[config.mk]
export PLATFORM = sky130hd
export DESIGN_NAME = bus_vectored_interrupt_requester
export DESIGN_NICKNAME = d
export VERILOG_FILES = /design/src/design/irq_requester_pkg.sv /design/src/design/bus_sync.sv /design/src/design/bus_vectored_interrupt_requester.sv
export VERILOG_INCLUDE_DIRS = /design/src /design/src/design
export SDC_FILE = /design/constraint.sdc
export NUM_CORES = 1
export LEC_CHECK = 0
export BUFFER_PORTS_ARGS = -buffer_cell sky130_fd_sc_hd__buf_2
export CORE_ASPECT_RATIO = 0.75
export CORE_MARGIN = 2
export CORE_UTILIZATION = 45
export CTS_CLUSTER_DIAMETER = 80
export DETAILED_ROUTE_END_ITERATION = 16
export GPL_TIMING_DRIVEN = 0
export HOLD_SLACK_MARGIN = 0.02
export PLACE_DENSITY = 0.78
export SYNTH_ARGS = -nofsm -noshare
export SYNTH_HDL_FRONTEND = slang
export SYNTH_HIERARCHICAL = 1
export SYNTH_SLANG_ARGS = --single-unit
export TNS_END_PERCENT = 30
[constraint.sdc]
create_clock -name clk_in -period 1.3 [get_ports clk_in]
set_input_delay 0.13 -clock clk_in [delete_from_list [all_inputs] [get_ports clk_in]]
set_output_delay 0.13 -clock clk_in [all_outputs]
set_load 0.02 [all_outputs]
[src/design/irq_requester_defines.svh]
// Timing counts, level encodings and the default vector for the interrupt requester.
// Assumes a 50 MHz system clock; included by the package and the requester module.
`ifndef IRQ_REQUESTER_DEFINES_SVH
`define IRQ_REQUESTER_DEFINES_SVH
`define CLK_PERIOD_NS 20
// Longest chain pass-through delay per slot, in ns, and cycles (rounded down).
`define CHAIN_PASS_MAX_NS 500
`define CHAIN_PASS_CYC (`CHAIN_PASS_MAX_NS / `CLK_PERIOD_NS)
// Longest time from chain acknowledge to reply, in ns, and cycles (rounded down).
`define REPLY_MAX_NS 10000
`define REPLY_MAX_CYC (`REPLY_MAX_NS / `CLK_PERIOD_NS)
// Vector settle time after reply, and removal time after reply drops.
`define VEC_SETTLE_MAX_NS 125
`define VEC_SETTLE_CYC (`VEC_SETTLE_MAX_NS / `CLK_PERIOD_NS)
`define VEC_REMOVE_MAX_NS 100
`define VEC_REMOVE_CYC (`VEC_REMOVE_MAX_NS / `CLK_PERIOD_NS)
// Vectors must lie below this byte address (octal 001000).
`define VECTOR_LIMIT 16'h0200
`define VECTOR_DEFAULT 16'h0040
// Priority level encodings.
`define LVL_4 2'h0
`define LVL_5 2'h1
`define LVL_6 2'h2
`define LVL_7 2'h3
`endif

[src/design/irq_requester_pkg.sv]
// Types shared by the interrupt requester modules.
// Assumes the defines header is on the include path.
`include "irq_requester_defines.svh"
package irq_requester_pkg;
    // Request lines, active high inside the device: a=4, b=5, c=6, d=7.
    typedef struct packed {
        logic lvl_d;
        logic lvl_c;
        logic lvl_b;
        logic lvl_a;
    } irq_lines_t;
    typedef enum logic [1:0] {
        SCHEME_FOUR_INDEP,
        SCHEME_FOUR_DEP,
        SCHEME_SINGLE
    } scheme_t;
endpackage

[src/design/bus_sync.sv]
// Two-stage synchroniser for a vector of asynchronous bus inputs.
// Assumes the inputs are levels that stay stable for several clock cycles.
`timescale 1ns/1ns
module bus_sync #(
    parameter int WIDTH = 7
) (
    input wire logic clk_in,
    input wire logic rst_n_in,
    input wire logic [WIDTH-1:0] async_in,
    output logic [WIDTH-1:0] sync_out
);
    logic [WIDTH-1:0] meta_q;
    always_ff @(posedge clk_in or negedge rst_n_in)
    begin
        if (!rst_n_in)
        begin
            meta_q <= '0;
            sync_out <= '0;
        end
        else
        begin
            meta_q <= async_in;
            sync_out <= meta_q;
        end
    end
endmodule

[src/design/bus_vectored_interrupt_requester.sv]
// Device-side interrupt requester for an asynchronous multiplexed backplane bus.
// Assumes bus pins are inverted and open-collector outside; here all are active high.
`timescale 1ns/1ns
`include "irq_requester_defines.svh"
module bus_vectored_interrupt_requester #(
    parameter logic [1:0] LEVEL = `LVL_4,
    parameter irq_requester_pkg::scheme_t SCHEME = irq_requester_pkg::SCHEME_FOUR_INDEP,
    parameter logic [15:0] VECTOR = `VECTOR_DEFAULT
) (
    input wire logic clk_in,
    input wire logic rst_n_in,
    input wire logic int_enable_in,
    input wire logic cond_ready_in,
    input wire logic cond_done_in,
    input wire logic cond_error_in,
    input wire logic input_strobe_in,
    input wire logic ack_chain_in,
    input wire irq_requester_pkg::irq_lines_t irq_lines_in,
    output irq_requester_pkg::irq_lines_t irq_lines_out,
    output logic ack_chain_out,
    output logic reply_strobe_out,
    output logic [15:0] muxed_addr_data_lines_out,
    output logic [15:0] muxed_addr_data_lines_oe_out,
    output logic pending_out
);
    typedef enum logic [1:0] {
        ST_IDLE,
        ST_REQ,
        ST_PASS,
        ST_VECTOR
    } state_t;

    state_t state_q;
    state_t state_d;
    logic strobe_prev_q;
    logic block_q;
    logic [5:0] sync_w;
    logic strobe_s;
    logic ack_s;
    irq_requester_pkg::irq_lines_t lines_s;

    // Strobe, chain input and the four request lines all come from the bus.
    bus_sync #(
        .WIDTH(6)
    ) u_sync (
        .clk_in(clk_in),
        .rst_n_in(rst_n_in),
        .async_in({input_strobe_in, ack_chain_in, irq_lines_in}),
        .sync_out(sync_w)
    );
    assign strobe_s = sync_w[5];
    assign ack_s = sync_w[4];
    assign lines_s = irq_requester_pkg::irq_lines_t'(sync_w[3:0]);

    // Lines asserted for a request at a given level, with the scheme applied.
    function automatic irq_requester_pkg::irq_lines_t lines_for(input logic [1:0] lvl);
        irq_requester_pkg::irq_lines_t l;
        l = '0;
        l.lvl_a = 1'b1;
        l.lvl_b = (lvl == `LVL_5);
        l.lvl_c = (lvl == `LVL_6) ||
            ((lvl == `LVL_7) && (SCHEME != irq_requester_pkg::SCHEME_FOUR_DEP));
        l.lvl_d = (lvl == `LVL_7);
        return l;
    endfunction

    // Whether a higher-priority request is visible to this level.
    function automatic logic higher_active(input logic [1:0] lvl,
        input irq_requester_pkg::irq_lines_t l);
        logic h;
        h = 1'b0;
        case (lvl)
            `LVL_4: h = l.lvl_b | l.lvl_c;
            `LVL_5: h = l.lvl_c;
            `LVL_6: h = l.lvl_d;
            default: h = 1'b0;
        endcase
        return h;
    endfunction

    logic req_cond_w;
    logic strobe_rise_w;
    logic must_check_w;
    logic lose_w;
    assign req_cond_w = int_enable_in & (cond_ready_in | cond_done_in | cond_error_in);
    assign strobe_rise_w = strobe_s & ~strobe_prev_q;
    assign must_check_w = (SCHEME == irq_requester_pkg::SCHEME_FOUR_INDEP);
    assign lose_w = must_check_w & higher_active(LEVEL, lines_s);

    always_comb
    begin
        state_d = state_q;
        case (state_q)
            ST_IDLE:
            begin
                if (req_cond_w)
                begin
                    state_d = ST_REQ;
                end
                else if (ack_s)
                begin
                    state_d = ST_PASS;
                end
            end
            ST_REQ:
            begin
                if (ack_s && block_q)
                begin
                    state_d = ST_VECTOR;
                end
                else if (ack_s && !block_q)
                begin
                    state_d = ST_PASS;
                end
            end
            ST_PASS:
            begin
                if (!ack_s)
                begin
                    // A withdrawn requester still owes its request, so it rearms.
                    state_d = (req_cond_w || irq_lines_out.lvl_a) ? ST_REQ : ST_IDLE;
                end
            end
            ST_VECTOR:
            begin
                if (!strobe_s && !ack_s)
                begin
                    state_d = ST_IDLE;
                end
            end
            default: state_d = ST_IDLE;
        endcase
    end

    // Blocking flip-flop, taken on the strobe leading edge while requesting.
    logic block_d;
    assign block_d = (state_q == ST_REQ && strobe_rise_w) ? ~lose_w :
        (state_d == ST_VECTOR || state_d == ST_REQ) ? block_q : 1'b0;

    // A withdrawn requester keeps its lines up until the processor acknowledges it later.
    logic requesting_d;
    assign requesting_d = (state_d == ST_REQ) || (state_d == ST_PASS && state_q == ST_REQ)
        || (state_d == ST_PASS && state_q == ST_PASS && irq_lines_out.lvl_a);
    logic vec_d;
    assign vec_d = (state_d == ST_VECTOR) && strobe_s && ack_s;
    irq_requester_pkg::irq_lines_t lines_d;
    logic chain_d;
    logic [15:0] vec_data_d;
    logic [15:0] vec_oe_d;
    logic pending_d;
    assign lines_d = requesting_d ? lines_for(LEVEL) : '0;
    assign chain_d = (state_d == ST_PASS) && ack_s;
    assign vec_data_d = vec_d ? VECTOR : 16'h0000;
    assign vec_oe_d = vec_d ? 16'hffff : 16'h0000;
    assign pending_d = requesting_d || (state_d == ST_VECTOR);

    always_ff @(posedge clk_in or negedge rst_n_in)
    begin
        if (!rst_n_in)
        begin
            state_q <= ST_IDLE;
            strobe_prev_q <= 1'b0;
            block_q <= 1'b0;
        end
        else
        begin
            state_q <= state_d;
            strobe_prev_q <= strobe_s;
            block_q <= block_d;
        end
    end

    always_ff @(posedge clk_in or negedge rst_n_in)
    begin
        if (!rst_n_in)
        begin
            irq_lines_out <= '0;
            ack_chain_out <= 1'b0;
            reply_strobe_out <= 1'b0;
            muxed_addr_data_lines_out <= 16'h0000;
            muxed_addr_data_lines_oe_out <= 16'h0000;
            pending_out <= 1'b0;
        end
        else
        begin
            irq_lines_out <= lines_d;
            ack_chain_out <= chain_d;
            reply_strobe_out <= vec_d;
            // Vector and reply move together, well inside the settle and removal limits.
            muxed_addr_data_lines_out <= vec_data_d;
            muxed_addr_data_lines_oe_out <= vec_oe_d;
            pending_out <= pending_d;
        end
    end

    // Helper counter for chain acknowledge to reply latency.
    logic [9:0] ack_wait_q;
    always_ff @(posedge clk_in or negedge rst_n_in)
    begin
        if (!rst_n_in)
        begin
            ack_wait_q <= 10'h000;
        end
        else
        begin
            ack_wait_q <= (ack_s && !reply_strobe_out && !ack_chain_out && state_q != ST_IDLE) ?
                ack_wait_q + 10'h001 : 10'h000;
        end
    end

    // Two of the per-slot pass cycles are already spent in the input synchroniser.
    localparam int PASS_SLACK = `CHAIN_PASS_CYC - 2;
endmodule

After elaboration in Yosys (flattened, before gate mapping)
Cells that the tools add are included.

Register bits after elaboration: 43.

Equality and inequality tests: 7. Muxes and demuxes: 13. Bitwise operators: 7. Reductions and logical operators: 19.

Operators by type and width (number): 16-bit two-way mux (1); 2-bit two-way mux (6); 1-bit logical AND (10); 2-bit equality test, second input constant (4); 2-bit case mux with 4 select lines (1); 7-bit two-way mux (1); 1-bit logical OR (5); 2-bit by 1-bit equality test with 1-bit output, second input constant (2); 1-bit two-way mux (4); 1-bit zero test (3); 1-bit OR (3); 1-bit AND (2); 2-bit zero test (1); 2-bit inequality test, second input constant (1); 1-bit inverter (2).

Longest topological paths before layout
Word-level depth: 12. Depth in mapped cells: 4. Depth with buffers taken out: 3.

Modules after synthesis
The synthesis kept the hierarchy.

By module, submodules not included: bus_vectored_interrupt_requester (instances 1, cells an instance 76, area an instance 711.9 um^2); bus_sync (instances 1, cells an instance 12, area an instance 300.3 um^2).

Least setup slack after synthesis
Ideal clock, no wire load.

Path type: register -> register. Start point: register state_q[1]. End point: register block_q. Library setup time: 0.126 ns. Data arrival time: 0.991 ns. Data required time: 1.174 ns. Setup slack: 0.183 ns. Stages on the path, launching flop included: 4. Clock period less this slack: 1.117 ns. Cell sequence: dfrtp_1 -> nor3b_1 -> a211oi_1 -> a311o_1.

Longest elaborated chain between the ends: 6.

Ends and longest elaborated chain: start, declared (line bus_vectored_interrupt_requester.sv:33) `state_t state_q;`; start signal, assigned (line bus_vectored_interrupt_requester.sv:167) `state_q <= state_d;`; 2-bit two-way mux (on tied branches) (line bus_vectored_interrupt_requester.sv:111, bus_vectored_interrupt_requester.sv:100); 2-bit two-way mux (on tied branches) (line bus_vectored_interrupt_requester.sv:107, bus_vectored_interrupt_requester.sv:96); 2-bit case mux with 4 select lines (line bus_vectored_interrupt_requester.sv:93) `case (state_q)`; 2-bit equality test or 2-bit by 1-bit equality test with 1-bit output (tied branches) (line bus_vectored_interrupt_requester.sv:138) `(state_d == ST_VECTOR || state_d == ST_REQ) ? block_q : 1'b0;`; 1-bit logical OR (line bus_vectored_interrupt_requester.sv:138); 2-bit inequality test (no source line); end signal, assigned (line bus_vectored_interrupt_requester.sv:169) `block_q <= block_d;`; end, declared (line bus_vectored_interrupt_requester.sv:36) `logic block_q;`.

Several ways; a longest one is shown, not always the timed one. A chain may end at the register's enable or synchronous reset.

==> out/results.ini <==
[run]
maxCapViolations = 0

[setup_path]
slowest_stage = dfrtp_2
cp_top_family = flip-flops
cp_slowest_stage_delay_ns = 0.53
crit_chain = buf_4, buf_2
critical_path_class = reg -> out
worstPathRequired_ns = 1.17
crit_fanout = 18
end_kind = output pin
critical_path_buf_inv_count = 2
worst_ep_arrival_time_ns = 1.13
cp-start-kind = flip-flop

[power]
p_clk_frac = 0.179
internal_power_mw = 1.112
p_seq_frac = 0.381
p_comb_frac = 0.440
p_sw_mw = 0.6699
p_leak_nw = 0.7206
switching_share = 0.3759
p_per_area_nw_per_um2 = 1427
power_mw = 1.782
peakVddDrop_mv = 1.029

[die]
rows = 14
die_w_microns = 55.99
die_height_microns = 42.99
start_util = 0.4649
die_area_sq_um = 2407
core_area_sq_um = 1962
ios = 51

[route]
ant_nets = 0
via_per_inst = 4.189
wire_per_inst_microns = 10.19
drt_pass1_iterations = 4
drc = 0
drtIter0Drc = 18
route.vias.total = 687
drt-total-wl_mm = 1.671

[run_status]
status = completed

[finish]
fillers = 159
final_core_util = 0.6365
num_antenna_cells = 0
area_growth_pct = 36.90
final_common_cell = buf_4
fin_area_sq_um = 1249
nets = 153
final_cell_mix = buf_4 (35), buf_2 (32), conb_1 (18)
final_layout_size_suffix_gt1_frac = 0.5714

[clock_tree]
clk_pin_slew_ns = 0.09
cts_htree_levels = 1
cts_buffers = 3
cts_setup_buffers = 0
cts_tree = yes
numClockSinks = 16
ctsLongestPathBuffers = 2
worstSkewPairLatency_ns = 0.29
ctsRootBufferMaster = clkbuf_4

[placement]
pre_cts_slack_ns = 0.05674
gp_congestion = 0.8039
dpl.hpwl_mm = 1.256
placed_area_sq_um = 1156
numPortBuffers = 30

[grt]
overflow = 0
grt_pass1_wl_mm = 2.642
antenna_found_initial = 0
grt_max_degree = 19
grt_use_total = 0.1455
grt_pass1_vias = 601

[sta]
holdWs_ns = 0.2227
rsz0062_at_grt = true
finalSetupViolations = 0
postLayoutSetupSlackWorst_ns = 0.04090
fmax_mhz = 794.2
min_period_ns = 1.259
finalMaxSlewViolations = 0
finalHoldViolations = 0
post-route-period-util = 0.9685
skew_ns = 0.01183

[yosys]
synth_area_sq_um = 912.1
post_synth.cell_area_avg_sq_um = 10.86
yosys_warnings = 6
synthCells = 84

[worst_hold_path]
hold_class = in -> reg

[power by group through the flow]
stage          logic [mW]  clock network [mW]  registers (mW)
5_1_grt             0.840               0.356           0.694
3_5_place_dp        0.766                   0           0.685
4_1_cts             0.778               0.337           0.676
6_report            0.784               0.319           0.679
3_3_place_gp        0.739                   0           0.677
2_1_floorplan       0.530                   0           0.719
[timing repair]
item                                   in CTS  in global routing
resized for setup                           1                  1
endpoints found under the hold margin      20                  0
setup endpoints to repair                  18                 18
hold buffers                                5                  0
[worst register-to-register path: cells and delay by family, from the launching register on]
family,cells,cell delay [ns]
flip-flops,1,0.44
AO/OA/AOI/OAI,2,0.39
buffers and inverters,1,0.24
AND/OR/NAND/NOR,1,0.06
[final timing paths]
check	from	to	slack (ns)	cells past startpoint
min	int_enable_in	ack_chain_out$_DFF_PN0_	0.22	3
min in group asynchronous	rst_n_in	strobe_prev_q$_DFF_PN0_	0.26	2
max reg2reg	state_q[0]$_DFF_PN0_	irq_lines_out[0]$_DFF_PN0_	0.11	4
min reg2reg	u_sync/meta_q[2]$_DFF_PN0_	u_sync/sync_out[2]$_DFF_PN0_	0.35	0
max	muxed_addr_data_lines_oe_out[14]$_DFF_PN0_	muxed_addr_data_lines_oe_out[2]	0.04	2
max in group asynchronous	rst_n_in	muxed_addr_data_lines_oe_out[14]$_DFF_PN0_	0.77	2
[through the flow]
step           cells  setup TNS (ns)
3_3_place_gp     155               0
2_1_floorplan    101               0
4_1_cts          164               0
6_report         164               0
5_1_grt          164         -0.7195
3_5_place_dp     155               0
[per-layer routing]
| metal | routed length [microns] | vias to the layer above | track usage |
|---|---|---|---|
| met1 | 647 | 293 | 0.1576 |
| li1 | - | 342 | - |
| met5 | 0 | - | 0 |
| met2 | 758 | 45 | 0.2235 |
| met3 | 226 | 7 | 0.07622 |
| met4 | 38 | 0 | 0.09524 |
[state kept, by name (all words and copies together), names as in the netlist]
signal                        flops
irq_lines_out                     1
u_sync/sync_out                   4
muxed_addr_data_lines_oe_out      1
block_q                           1
strobe_prev_q                     1
state_q                           2
ack_chain_out                     1
pending_out                       1
u_sync/meta_q                     4
[area by class of cell]
cell class | count | area (sq um) | share of cell area
Buffer | 38 | 284.0 | 0.2275
Clock buffer | 4 | 36.28 | 0.02906
Inverter | 1 | 3.754 | 0.003006
Multi-Input combinational cell | 46 | 292.8 | 0.2345
Sequential cell | 16 | 401.6 | 0.3216
Tap cell | 24 | 30.03 | 0.02405
Timing Repair Buffer | 35 | 200.2 | 0.1603
Power figures use the tool's default switching activity.
